### src/logic/ghost_filter_consts.svh
// Purpose: constants for the key matrix ghost filter
// Assumes: 8 data lines by 8 commons, one scan per scan_done pulse
// Notes: counts and codes only; types live in ghost_filter_pkg
// Contract
// eight rows of 8-bit words, 1 is closed
// union word is OR of all rows
// zero union word reports no key pressed
// classify union as one, two, or more bits
// three or more active lines means invalid
// difference word is union minus row sum
// zero difference word means valid input
// nonzero difference with two lines is invalid
// one line: union plus difference zero is valid
// nonzero single-line sum means invalid input
// suppress presses once three or more detected
// two or fewer presses pass again
// forward words only when judged valid
// modulo-256 arithmetic, registered once per scan
`ifndef GHOST_FILTER_CONSTS_SVH
`define GHOST_FILTER_CONSTS_SVH
`define GF_ROWS 8
`define GF_LINES 8
`define GF_ZERO_WORD 8'h00
`define GF_ROW_IDX_W 3
`endif

### src/logic/ghost_filter_pkg.sv
// Purpose: types for the key matrix ghost filter
// Assumes: constants header included
// Notes: none
`include "ghost_filter_consts.svh"
package ghost_filter_pkg;
  typedef enum logic [1:0] {
    KEYS_NONE = 2'b00,
    KEYS_VALID = 2'b01,
    KEYS_INVALID = 2'b11
  } key_class_t;
  typedef logic [`GF_LINES-1:0] row_word_t;
endpackage : ghost_filter_pkg

### src/logic/line_count_class.sv
// Purpose: tell whether an 8-bit word has zero, one, two or more set bits
// Assumes: combinational, used on the union word
// Notes: bit-clearing trick avoids a popcount adder
`timescale 1ns/10ps
`include "ghost_filter_consts.svh"
module line_count_class (
  input wire logic [7:0] word,
  output logic is_zero,
  output logic is_one,
  output logic is_two
);
  logic [7:0] low_cleared;
  logic [7:0] low_cleared_twice;
  always_comb begin
    low_cleared = word & (word - 8'h01);
    low_cleared_twice = low_cleared & (low_cleared - 8'h01);
    is_zero = (word == `GF_ZERO_WORD);
    is_one = !is_zero && (low_cleared == `GF_ZERO_WORD);
    is_two = (low_cleared != `GF_ZERO_WORD) && (low_cleared_twice == `GF_ZERO_WORD);
  end
endmodule : line_count_class

### src/logic/row_capture.sv
// Purpose: hold the eight row words of the scan in progress
// Assumes: row_valid carries one row word with its common index
// Notes: read data of the whole array comes out of registers
`timescale 1ns/10ps
module row_capture (
  input wire logic clk,
  input wire logic reset_n,
  input wire logic row_valid,
  input wire logic [2:0] row_index,
  input wire logic [7:0] row_word,
  output logic [63:0] rows
);
  always_ff @(posedge clk) begin
    if (!reset_n) begin
      rows <= 64'h0000_0000_0000_0000;
    end else if (row_valid) begin
      rows[row_index*8 +: 8] <= row_word;
    end
  end
endmodule : row_capture

### src/logic/matrix_key_ghost_filter.sv
// Purpose: reject ghosting key patterns of an 8x8 matrix scan
// Assumes: row inputs come from logic on clk; scan_done pulses after the eighth row
// Notes: result and forwarded rows update one cycle after scan_done
`timescale 1ns/10ps
`include "ghost_filter_consts.svh"
module matrix_key_ghost_filter (
  input wire logic clk,
  input wire logic reset_n,
  input wire logic row_valid,
  input wire logic [2:0] row_index,
  input wire logic [7:0] row_word,
  input wire logic scan_done,
  output logic result_valid,
  output logic no_key,
  output logic key_valid,
  output logic key_invalid,
  output logic [63:0] key_input_base_byte,
  output logic [7:0] line_union_word,
  output logic [7:0] line_difference_word
);
  typedef struct packed {
    logic result_valid;
    ghost_filter_pkg::key_class_t cls;
    // decoded class flags kept in flops so the outputs need no logic
    logic nk;
    logic kv;
    logic ki;
    logic [63:0] fwd;
    logic [7:0] uni;
    logic [7:0] diff;
  } state_t;

  state_t st;
  state_t next_st;
  logic [63:0] rows;
  logic [7:0] union_c;
  logic [7:0] sum_c;
  logic [7:0] diff_c;
  logic [7:0] single_sum;
  logic is_zero;
  logic is_one;
  logic is_two;
  ghost_filter_pkg::key_class_t cls_c;

  row_capture i_row_capture (
    .clk(clk),
    .reset_n(reset_n),
    .row_valid(row_valid),
    .row_index(row_index),
    .row_word(row_word),
    .rows(rows)
  );

  line_count_class i_line_count_class (
    .word(union_c),
    .is_zero(is_zero),
    .is_one(is_one),
    .is_two(is_two)
  );

  // union and modulo-256 sum over all commons
  always_comb begin
    union_c = `GF_ZERO_WORD;
    sum_c = `GF_ZERO_WORD;
    for (int i = 0; i < `GF_ROWS; i++) begin
      union_c = union_c | rows[i*8 +: 8];
      sum_c = sum_c + rows[i*8 +: 8];
    end
    diff_c = union_c - sum_c;
    single_sum = union_c + diff_c;
  end

  // classification; recomputed every scan so releases restore validity
  always_comb begin
    if (is_zero) begin
      cls_c = ghost_filter_pkg::KEYS_NONE;
    end else if (!(is_one || is_two)) begin
      cls_c = ghost_filter_pkg::KEYS_INVALID;
    end else if (diff_c == `GF_ZERO_WORD) begin
      cls_c = ghost_filter_pkg::KEYS_VALID;
    end else if (is_two) begin
      cls_c = ghost_filter_pkg::KEYS_INVALID;
    end else if (single_sum == `GF_ZERO_WORD) begin
      cls_c = ghost_filter_pkg::KEYS_VALID;
    end else begin
      cls_c = ghost_filter_pkg::KEYS_INVALID;
    end
  end

  always_comb begin
    next_st = st;
    next_st.result_valid = scan_done;
    if (scan_done) begin
      next_st.cls = cls_c;
      next_st.nk = (cls_c == ghost_filter_pkg::KEYS_NONE);
      next_st.kv = (cls_c == ghost_filter_pkg::KEYS_VALID);
      next_st.ki = (cls_c == ghost_filter_pkg::KEYS_INVALID);
      next_st.uni = union_c;
      next_st.diff = diff_c;
      // invalid scans keep the last good words so ghosts never leak out
      if (cls_c == ghost_filter_pkg::KEYS_VALID) begin
        next_st.fwd = rows;
      end else if (cls_c == ghost_filter_pkg::KEYS_NONE) begin
        next_st.fwd = 64'h0000_0000_0000_0000;
      end
    end
  end

  always_ff @(posedge clk) begin
    if (!reset_n) begin
      st <= '{result_valid: 1'b0, cls: ghost_filter_pkg::KEYS_NONE,
              nk: 1'b1, kv: 1'b0, ki: 1'b0,
              fwd: 64'h0000_0000_0000_0000, uni: 8'h00, diff: 8'h00};
    end else begin
      st <= next_st;
    end
  end

  always_comb begin
    result_valid = st.result_valid;
    no_key = st.nk;
    key_valid = st.kv;
    key_invalid = st.ki;
    key_input_base_byte = st.fwd;
    line_union_word = st.uni;
    line_difference_word = st.diff;
  end

  a_none_on_zero: assert property (@(posedge clk) disable iff (!reset_n)
    scan_done && union_c == 8'h00 |=> no_key && !key_valid)
    else $error("zero union not reported as no key");
  a_three_lines_bad: assert property (@(posedge clk) disable iff (!reset_n)
    scan_done && $countones(union_c) >= 3 |=> key_invalid)
    else $error("three active lines not invalid");
  a_two_lines_diff: assert property (@(posedge clk) disable iff (!reset_n)
    scan_done && $countones(union_c) == 2 && diff_c != 8'h00 |=> key_invalid)
    else $error("two lines with stacked keys not invalid");
  // one or two keys with no stacking, or exactly two keys on one line, are valid
  a_valid_count: assert property (@(posedge clk) disable iff (!reset_n)
    scan_done && union_c != 8'h00 |=>
      key_valid == ($countones($past(union_c)) <= 2 &&
      ($past(union_c) == $past(sum_c) ||
      ($countones($past(union_c)) == 1 && 8'($past(union_c) << 1) == $past(sum_c)))))
    else $error("validity does not match key count");
  a_single_key: assert property (@(posedge clk) disable iff (!reset_n)
    scan_done && $countones(union_c) == 1 && sum_c == union_c |=> key_valid)
    else $error("single key not valid");
  a_one_flag: assert property (@(posedge clk) disable iff (!reset_n)
    1'b1 |-> $onehot({no_key, key_valid, key_invalid}))
    else $error("class flags not one-hot");
  a_fwd_on_valid: assert property (@(posedge clk) disable iff (!reset_n)
    scan_done && cls_c == ghost_filter_pkg::KEYS_VALID |=> key_input_base_byte == $past(rows))
    else $error("valid rows not forwarded");
  a_hold_invalid: assert property (@(posedge clk) disable iff (!reset_n)
    scan_done && cls_c == ghost_filter_pkg::KEYS_INVALID |=> $stable(key_input_base_byte))
    else $error("invalid scan changed forwarded rows");
  a_diff_word: assert property (@(posedge clk) disable iff (!reset_n)
    scan_done |=> line_difference_word == $past(union_c) - $past(sum_c))
    else $error("difference word wrong");
  a_union_word: assert property (@(posedge clk) disable iff (!reset_n)
    scan_done |=> line_union_word == $past(union_c))
    else $error("union word wrong");
  a_result_pulse: assert property (@(posedge clk) disable iff (!reset_n)
    1'b1 |=> result_valid == $past(scan_done))
    else $error("result pulse not one cycle after scan end");
endmodule : matrix_key_ghost_filter

### config.mk
export PLATFORM = sky130hd
export DESIGN_NAME = matrix_key_ghost_filter
export DESIGN_NICKNAME = d
export VERILOG_FILES = /design/src/logic/ghost_filter_pkg.sv /design/src/logic/line_count_class.sv /design/src/logic/row_capture.sv /design/src/logic/matrix_key_ghost_filter.sv
export VERILOG_INCLUDE_DIRS = /design/src /design/src/logic
export SDC_FILE = /design/constraint.sdc
export NUM_CORES = 1
export LEC_CHECK = 0
export ABC_CLOCK_PERIOD_IN_PS = 15500
export BUFFER_PORTS_ARGS = -buffer_cell sky130_fd_sc_hd__buf_2
export CAP_MARGIN = 5
export CORE_MARGIN = 3
export CORE_UTILIZATION = 35
export CTS_CLUSTER_SIZE = 28
export DETAILED_ROUTE_END_ITERATION = 7
export HOLD_SLACK_MARGIN = 0.12
export PLACE_DENSITY = 0.57
export REMOVE_ABC_BUFFERS = 1
export SLEW_MARGIN = 20
export SYNTH_ARGS = -nofsm -noshare
export SYNTH_HDL_FRONTEND = slang
export SYNTH_SLANG_ARGS = --single-unit
### constraint.sdc
create_clock -name clk -period 15.5 [get_ports clk]
set_clock_uncertainty 0.15 [all_clocks]
set_input_delay 3.1 -clock clk [delete_from_list [all_inputs] [get_ports clk]]
set_output_delay 3.1 -clock clk [all_outputs]
set_load 0.02 [all_outputs]
==> Yosys cells after proc, flatten, opt, wreduce, memory -nomap -nowiden <==
Cells that the tools add are included.
{ "totals": {"regBits": 148, "out_inout_bits": 84, "word_cells": 54} }
{ "classes": {"add_sub_neg": 12, "eq_ne": 2, "shift": 2, "mux": 8, "bitwise": 9, "reduce_logical": 13} }
{ "ops": {"columns": ["op", "n"], "rows": [
  ["64-bit 2-to-1 mux", 2],
  ["8-bit adder", 8],
  ["64-bit bitwise mux", 1],
  ["8-bit by 34-bit variable shift with 64-bit output, first input constant", 1],
  ["8-bit by 34-bit variable part select with 64-bit output", 1],
  ["8-bit OR", 7],
  ["8-bit zero test", 5],
  ["6-bit negator with 34-bit output", 1],
  ["8-bit bitwise AND", 2],
  ["8-bit by 1-bit subtractor with 8-bit output, second input constant", 2],
  ["2-bit 2-to-1 mux", 5],
  ["8-bit nonzero test", 1],
  ["8-bit subtractor", 1],
  ["2-bit by 1-bit equality test with 1-bit output, second input constant", 1],
  ["2-bit equality test, second input constant", 1],
  ["1-bit logical AND", 2],
  ["2-bit zero test", 1],
  ["2-bit AND reduction", 1],
  ["2-bit nonzero test", 1],
  ["1-bit zero test", 1],
  ["1-bit logical OR", 1]
]} }

==> Depth between registers and ports, before layout <==
Gate-level depths: netlist of the first run.
{ "logic_depth": {"word_depth": 20, "ltp_mapped": 27, "ltp_nobuf": 24} }

==> Cells and area by module <==
From an unflattened synthesis of the first run, not the netlist that was laid out.
{ "unflattened": {"cells_unflattened": 825, "hier_area_um2": 7992.7} }
{ "by_module_without_submodules": {"columns": ["mod", "instances", "cells_per_inst", "area_per_inst_um2", "seq_area_each_um2"], "rows": [
  ["matrix_key_ghost_filter", 1, 479, 4897.2, 1681.6],
  ["row_capture", 1, 321, 2901.5, 1281.2],
  ["line_count_class", 1, 25, 193.9, 0.0]
]} }

==> Worst setup path before layout of the first run <==
Ideal clock, no wire load.
{ "synth_timing": {"path_kind": "reg-to-reg", "start": "register i_row_capture.rows[4]", "end": "register st (netlist bit key_input_base_byte[40])", "setup_time_ns": 0.117, "arrival_time_ns": 6.034, "t_required_ns": 15.233, "path_slack_ns": 9.200, "stages_incl_launch_ff": 26, "synth_period_minus_slack_ns": 6.300, "path_cell_list": "dfxtp_1 > nor4_1 > and2_1 > clkbuf_1 > inv_1 > fa_1 > inv_1 > fa_1 > fa_1 > fa_1 > inv_1 > ha_1 > and3_1 > a221oi_1 > xnor2_1 > ha_1 > or3_1 > o21ai_0 > a21oi_1 > xor2_1 > xnor2_1 > o32ai_2 > a21oi_2 > buf_6 > buf_6 > a22o_1"} }
{ "synth_lines": {"columns": ["item", "line_no", "rtl"], "rows": [
  ["from (decl)", "row_capture.sv:11", "output logic [63:0] rows"],
  ["from (signal, indexed assignment)", "row_capture.sv:17", "rows[row_index*8 +: 8] <= row_word;"],
  ["8-bit OR * (7 in a row)", "matrix_key_ghost_filter.sv:66", "union_c = union_c | rows[i*8 +: 8];"],
  ["net i_line_count_class.word[4]", "line_count_class.sv:7", "input wire logic [7:0] word,"],
  ["8-bit subtractor *", "matrix_key_ghost_filter.sv:69", "diff_c = union_c - sum_c;"],
  ["net diff_c[5]", "matrix_key_ghost_filter.sv:38", "logic [7:0] diff_c;"],
  ["8-bit adder", "matrix_key_ghost_filter.sv:70", "single_sum = union_c + diff_c;"],
  ["8-bit zero test (no source line)", null, null],
  ["2-bit 2-to-1 mux", "matrix_key_ghost_filter.sv:83", "end else if (single_sum == `GF_ZERO_WORD) begin"],
  ["2-bit 2-to-1 mux", "matrix_key_ghost_filter.sv:81", "end else if (is_two) begin"],
  ["2-bit 2-to-1 mux *", "matrix_key_ghost_filter.sv:79", "end else if (diff_c == `GF_ZERO_WORD) begin"],
  ["2-bit 2-to-1 mux *", "matrix_key_ghost_filter.sv:77", "end else if (!(is_one || is_two)) begin"],
  ["2-bit 2-to-1 mux *", "matrix_key_ghost_filter.sv:75", "if (is_zero) begin"],
  ["2-bit by 1-bit equality test with 1-bit output / 2-bit zero test (equally long branches)", "matrix_key_ghost_filter.sv:101, matrix_key_ghost_filter.sv:103", null],
  ["2-bit nonzero test (no source line)", null, null],
  ["2-bit AND reduction (no source line)", null, null],
  ["to (signal assigned)", "matrix_key_ghost_filter.sv:111", "st <= '{result_valid: 1'b0, cls: ghost_filter_pkg::KEYS_NONE,"],
  ["to (signal assigned)", "matrix_key_ghost_filter.sv:115", "st <= next_st;"],
  ["to (decl)", "matrix_key_ghost_filter.sv:33", "state_t st;"]
]} }
The timed path passes the listed nets; every way through them passes the cells marked *.
A chain may end at the register's enable or synchronous reset.

==> Worst setup path after layout of the first run <==
{ "layout_timing": {"start": "register i_row_capture.rows[2]", "end": "register st (netlist bit key_input_base_byte[48])"} }
The elaborated chain is that of the path after synthesis.

==> metrics, run 1 <==
outcome finished, final reports clean; Sink Count ~150; final hold violation count 0; P_sw 0.000282 W; Lkg Pwr between 3 and 4 nW; total grt overflow 0; CP required 15.72 ns; fin util 0.414; GR Util All Layers 0.175; pin count of the biggest net entering global routing 65; Most used DFF post-synth dfxtp_1; CTS clk-pin slew, worst paths 0.06 ns; H-tree lvl count 4; Num CTS Buffers 17; Site Rows 53; post-CTS sizing 0; maximum clock frequency 0.133 GHz; DRC viols 0; cell taking the most area after synthesis dfxtp_1; power per cell area 113 mW/mm2; Antenna Nets Post-Route 0; sw frac 0.285; most used cell, CP fa_1; ant diodes 0; Comb power frac 0.175; drt pass-1 iters 4; share of the synthesized area in the top cell type 0.393; part of the power in registers 0.398; Setup Fix Bufs, Post-CTS 0; CP Cell Sequence nor4_1 > and2_1 > inv_1 > fa_1 > inv_1 > fa_1 > fa_1 > fa_1 > inv_1 > ha_1 > a21boi_1 > a221oi_1 > xnor2_1 > ha_1 > or3_1 > o21ai_0 > a21oi_1 > xor2_1 > xnor2_1 > o32ai_2 > a21oi_4 > buf_4 > a22o_1; Mapped Area 0.00753 mm2; Clock Tree Buf Depth 2; Max Cap Violations 0; CTS tree yes; Slowest-stage cell, CP a21oi_4; I/O pin total between 90 and 100; Initial DRC Count about 310; Crit path largest cell delay 0.74 ns; drt total wl 20100 um; shortest period the worst path allows 7.52 ns; initial antenna violation count 0; crit-path max FO 34; first-pass GRT wire length about 32000 um; CP Data Arrival Time 7.74 ns; VDD IR-drop max 0.0709 mV; number of global-route vias before repair roughly 5600; routability cong. about 0.85; Die W between 150 and 200 um; YS warnings 0; Post-synth EDFFs 0; RSZ-0062 raised after global routing false; critical path's top delay family adder cells; Finish-stage setup viols 0; Root Buffer clkbuf_16; TNS Setup 0 ns; Critical Path End Type flip-flop; clock share of power 0.427; fraction of layout cells with a size suffix above 1 0.159; Synth Instances 805; Slew Limit Fails 0; cell area after layout 0.00872 mm2; latest clock arrival within the worst-skew pair between 0.4 and 0.5 ns; via/cell ratio 4.96; Hold/Removal Path Class flip-flop to flip-flop; Internal 0.000707 W; synth top area cells dfxtp_1 39%, fa_1 12%, a22o_1 7.4%; Syn-to-layout area delta 15.8%; asr flop ratio synth 0; # hold bufs at CTS 0; Die Y 153 um; WS Path Type flip-flop to flip-flop; syn avg cell area 9.36 um2; via count ~5800; Nets 971; IO Port Bufs 98; Tcrit/Tclk final 0.485; Initial Util 0.357; drt wl/cell about 17 um; Yosys reg bits 148; dpl cell area 0.00812 mm2; Yosys cell types 52; post-DP HPWL 14300 um; Worst Max-Slew Pin Slew 0.915 ns; total core area 0.0211 mm2; die area 0.0233 mm2; Max-slew headroom 0.387; fill count 2078; register area share after synthesis 0.393; crit start category flip-flop; Buf/Inv on CP 4
==> through the flow <==
stage	worst slack, ns	total power [W]	cells	hold slack (ns)
final	7.98	0.000989	1177	0.304
after CTS	7.93	0.000999	1177	0.307
after detailed placement	7.95	0.000576	1147	0.294
after global placement	8.01	0.000576	1147	0.288
after global routing	7.42	0.00103	1177	0.322
after floorplan	8.36	0.000523	771	0.323
==> cells by family (layout without fill, tap and decap cells) <==
logic type,Yosys count,in the layout,share of synthesized area
compound gates,165,165,0.155
xor+xnor,26,26,0.0321
fa+ha+maj,68,68,0.158
buf+inv,136,233,0.0892
flops,148,148,0.393
mux,23,23,0.0306
simple gates,239,239,0.142
==> cell usage in the layout (no fill, tap or decap), types with 4 or more instances in the layout <==
| cell type | Yosys | final |
|---|---|---|
| or3_1 | 4 | 4 |
| dfxtp_1 | 148 | 148 |
| nand3_1 | 5 | 5 |
| nor2_1 | 135 | 135 |
| fa_1 | 46 | 46 |
| clkinvlp_4 | 0 | 4 |
| clkbuf_16 | 0 | 17 |
| xnor2_1 | 19 | 19 |
| buf_2 | 0 | 98 |
| nand2_1 | 45 | 45 |
| nor3_1 | 7 | 7 |
| nand4_1 | 5 | 5 |
| and2_1 | 6 | 6 |
| ha_1 | 19 | 19 |
| o21ai_0 | 8 | 8 |
| a22o_1 | 64 | 64 |
| xor2_1 | 6 | 6 |
| nor4_1 | 16 | 16 |
| mux2i_1 | 23 | 23 |
| inv_1 | 99 | 99 |
| a21oi_1 | 61 | 61 |
| a211oi_1 | 9 | 9 |
==> per-layer routing <==
metal | vias up | global-route usage | wire length (um)
li1 | 2887 | - | -
met1 | 2798 | 0.240 | 9600
met2 | 139 | 0.284 | 9370
met3 | 19 | 0.0349 | 910
met4 | 0 | 0.0475 | 223
met5 | - | 0 | 0
==> cell usage after synthesis, types with 4 or more instances <==
cell type	count
clkbuf_1	20
inv_1	99
dfxtp_1	148
xnor2_1	19
nor4_1	16
a22o_1	64
fa_1	46
nor3_1	7
ha_1	19
mux2i_1	23
or3_1	4
a211oi_1	9
a21oi_1	61
nand2_1	45
o21ai_0	8
nor2_1	135
nand3_1	5
xor2_1	6
buf_12	7
nand4_1	5
buf_6	6
and2_1	6
==> registers in the layout, summed over array words and instances (netlist names) <==
signal	count
key_input_base_byte	64
line_difference_word	8
line_union_word	8
no_key	1
result_valid	1
key_invalid	1
key_valid	1
i_row_capture.rows	64
==> worst register-to-register path, delay by kind of cell, from the launching register on <==
| kind | cells | cell delay [ns] |
|---|---|---|
| AOI/OAI and AO/OA | 7 | 1.87 |
| xor gates and xnor gates | 3 | 0.56 |
| adders and majority gates | 6 | 2.72 |
| buffers and inverters | 4 | 0.79 |
| DFF | 1 | 0.35 |
| and+or+nand+nor | 3 | 1.03 |
==> final cells by class <==
cell class              count  area [um2]  share of cell area
multi-input cells         521        3920               0.450
inverters                 102         385              0.0442
clock buffers              18         439              0.0503
well taps                 275         344              0.0394
flip-flops and latches    148        2960               0.340
repair buffers            101         513              0.0588
clock inverters            12         156              0.0179
==> power groups by stage <==
stage | logic, W | registers (W) | clock network, W
after detailed placement | 0.000173 | 0.000402 | 0
final | 0.000173 | 0.000394 | 0.000422
after CTS | 0.000175 | 0.000394 | 0.000431
after floorplan | 0.000114 | 0.000408 | 0
after global routing | 0.000192 | 0.000394 | 0.000447
after global placement | 0.000173 | 0.000402 | 0
==> final timing paths <==
kind,startpoint,cells past startpoint,end,slack [ns]
setup / recovery,i_row_capture.rows[2]$_SDFFE_PN0P_,23,key_input_base_byte[48]$_SDFFE_PN0P_,7.98
hold / removal,key_invalid$_SDFFE_PN0P_,1,key_invalid$_SDFFE_PN0P_,0.30
setup reg to reg,i_row_capture.rows[2]$_SDFFE_PN0P_,23,key_input_base_byte[48]$_SDFFE_PN0P_,7.98
hold reg to reg,key_invalid$_SDFFE_PN0P_,1,key_invalid$_SDFFE_PN0P_,0.30
Note: power is estimated with default switching activity, not from simulation.
==> inputs of run 2 (changes only) <==
ABC_CLOCK_PERIOD_IN_PS = 7170   (was 15500)
clock period = 7.17 ns   (was 15.5 ns; I/O delays follow)
==> run 2 against run 1 <==
Sequential share of layout area down 0.51 points. Worst setup slack worse by 7.7 ns. Combinational power up 130%. Critical path type unchanged.
==> metrics, run 2 (same netlist as run 1, synthesis figures left out) <==
initial antenna violation count 0; via/cell ratio between 4 and 5; Worst Reg-to-Reg Cells 25; Site Rows 53; Final Total Pwr 0.00219 W; via count 5918; Finish-stage setup viols 0; routability cong. 0.822; Clock Tree Buf Depth 2; Root Buffer clkbuf_16; placed cells about 1200; latest clock arrival within the worst-skew pair 0.44 ns; worst r2r src i_row_capture.rows[34]$_SDFFE_PN0P_; Die Y 153 um; commonest non-fill, non-tap cell in the layout dfxtp_1; Syn-to-layout area delta 17.6%; I/O pin total 99; fin cells 1186; Tcrit/Tclk final 0.965; Initial Util 0.357; Die W around 150 um; CP Data Arrival Time between 7 and 8 ns; total core area 0.0211 mm2; Num CTS Buffers 17; crit-path max FO 29; maximum clock frequency 0.144 GHz; TNS Setup 0 ns; Critical Path End Type flip-flop; drt pass-1 iters 5; Hold Startpoint key_invalid$_SDFFE_PN0P_; Sink Count 148; H-tree lvl count 4; GR Util All Layers 0.178; fraction of layout cells with a size suffix above 1 0.170; ant diodes 0; RSZ-0062 raised after global routing false; Lkg Pwr 3.92 nW; Setup Fix Bufs, Post-CTS 0; Cells on Worst Hold Path 1; Antenna Nets Post-Route 0; die area 0.0233 mm2; shortest period the worst path allows ~7 ns; hold path endpoint key_invalid$_SDFFE_PN0P_; Worst Max-Slew Pin Slew 1.10 ns; most frequent cells in the layout 148 x dfxtp_1, 135 x nor2_1, 99 x inv_1; setup ws final 0.248 ns; first-pass GRT wire length roughly 33000 um; Initial DRC Count roughly 440; CTS clk-pin slew, worst paths 0.06 ns; pin count of the biggest net entering global routing 59; crit start category flip-flop; VDD IR-drop max 0.170 mV; Max-slew headroom 0.264; Max Cap Violations 0; DRC viols 0; post-DP HPWL 14300 um; drt wl/cell 17.1 um; CTS tree yes; Nets around 980; CP required around 7.3 ns; number of global-route vias before repair 5883; Slew Limit Fails 0; drt total wl 20200 um; WS Path Type flip-flop to flip-flop; RR Endpoint key_input_base_byte[53]$_SDFFE_PN0P_; Hold/Removal Path Class flip-flop to flip-flop; DP Worst Slack 0.152 ns; r2r setup slk 0.25 ns; total grt overflow 0; fill count about 2100; outcome finished, final reports clean; fin util 0.420; power per cell area ~250 mW/mm2; IO Port Bufs 98; final hold violation count 0
run 2: per-stage QoR:
step	instance area, um2	hold WS [ns]
final	8860	0.300
after global routing	8860	0.334
after CTS	8830	0.305
after detailed placement	8210	0.291
after global placement	8210	0.287
after floorplan	7250	0.323
run 2: layout make-up:
cell class | count | area (um2) | area share
Inverter | 102 | 387 | 0.0437
Clock buffer | 20 | 437 | 0.0493
Clock inverter | 12 | 179 | 0.0202
Timing Repair Buffer | 108 | 603 | 0.0681
Tap cell | 275 | 344 | 0.0388
Multi-Input combinational cell | 521 | 3950 | 0.445
Sequential cell | 148 | 2960 | 0.335
run 2: per-layer routing:
layer | global-route usage | part of all wire | vias to the layer above
met1 | 0.240 | 0.46 | 2838
met3 | 0.0378 | 0.061 | 25
met2 | 0.287 | 0.46 | 160
met5 | 0 | 0 | -
met4 | 0.0569 | 0.015 | 0
li1 | - | - | 2895
run 2: how the worst max path moves through the flow:
stage                                        startpoint                                    to  slack, ns  cells after the start
global route        i_row_capture.rows[42]$_SDFFE_PN0P_  key_input_base_byte[59]$_SDFFE_PN0P_   0.000006                     25
finish              i_row_capture.rows[34]$_SDFFE_PN0P_  key_input_base_byte[53]$_SDFFE_PN0P_       0.25                     25
global placement     i_row_capture.rows[2]$_SDFFE_PN0P_   key_input_base_byte[5]$_SDFFE_PN0P_       0.15                     23
detailed placement   i_row_capture.rows[2]$_SDFFE_PN0P_  key_input_base_byte[47]$_SDFFE_PN0P_       0.15                     23
CTS                  i_row_capture.rows[2]$_SDFFE_PN0P_  key_input_base_byte[53]$_SDFFE_PN0P_       0.13                     23
floorplan           i_row_capture.rows[34]$_SDFFE_PN0P_   key_input_base_byte[0]$_SDFFE_PN0P_       0.03                     22
run 2: what timing repair did:
action                                  4_1_cts  5_1_grt
hold buffers                                  0        0
resized for setup                             0        6
endpoints found under the setup margin        0       65
endpoints found under the hold margin         0        0
run 2: report_power, final:
part	total, W	internal, W	switching, W	leakage [nW]
clock network	0.000947	0.000582	0.000364	0.291
logic	0.000391	0.000149	0.000242	2.43
registers	0.000851	0.000839	0.0000114	1.20
run 2: critical path, stage by stage, from the launching register on:
cell,delay [ns]
dfxtp_1,0.34
nor4_1,0.40
and2_2,0.30
inv_1,0.15
fa_1,0.51
inv_1,0.05
fa_1,0.51
fa_1,0.44
fa_1,0.55
inv_1,0.04
ha_1,0.42
o21ai_0,0.25
a21oi_1,0.26
o21a_1,0.14
nor2_1,0.06
xnor2_2,0.17
ha_1,0.23
or3_1,0.34
o21ai_0,0.08
a21oi_1,0.07
xor2_1,0.16
xnor2_1,0.15
o32ai_2,0.41
a21oi_4,0.12
buf_4,0.24
a22o_1,0.27
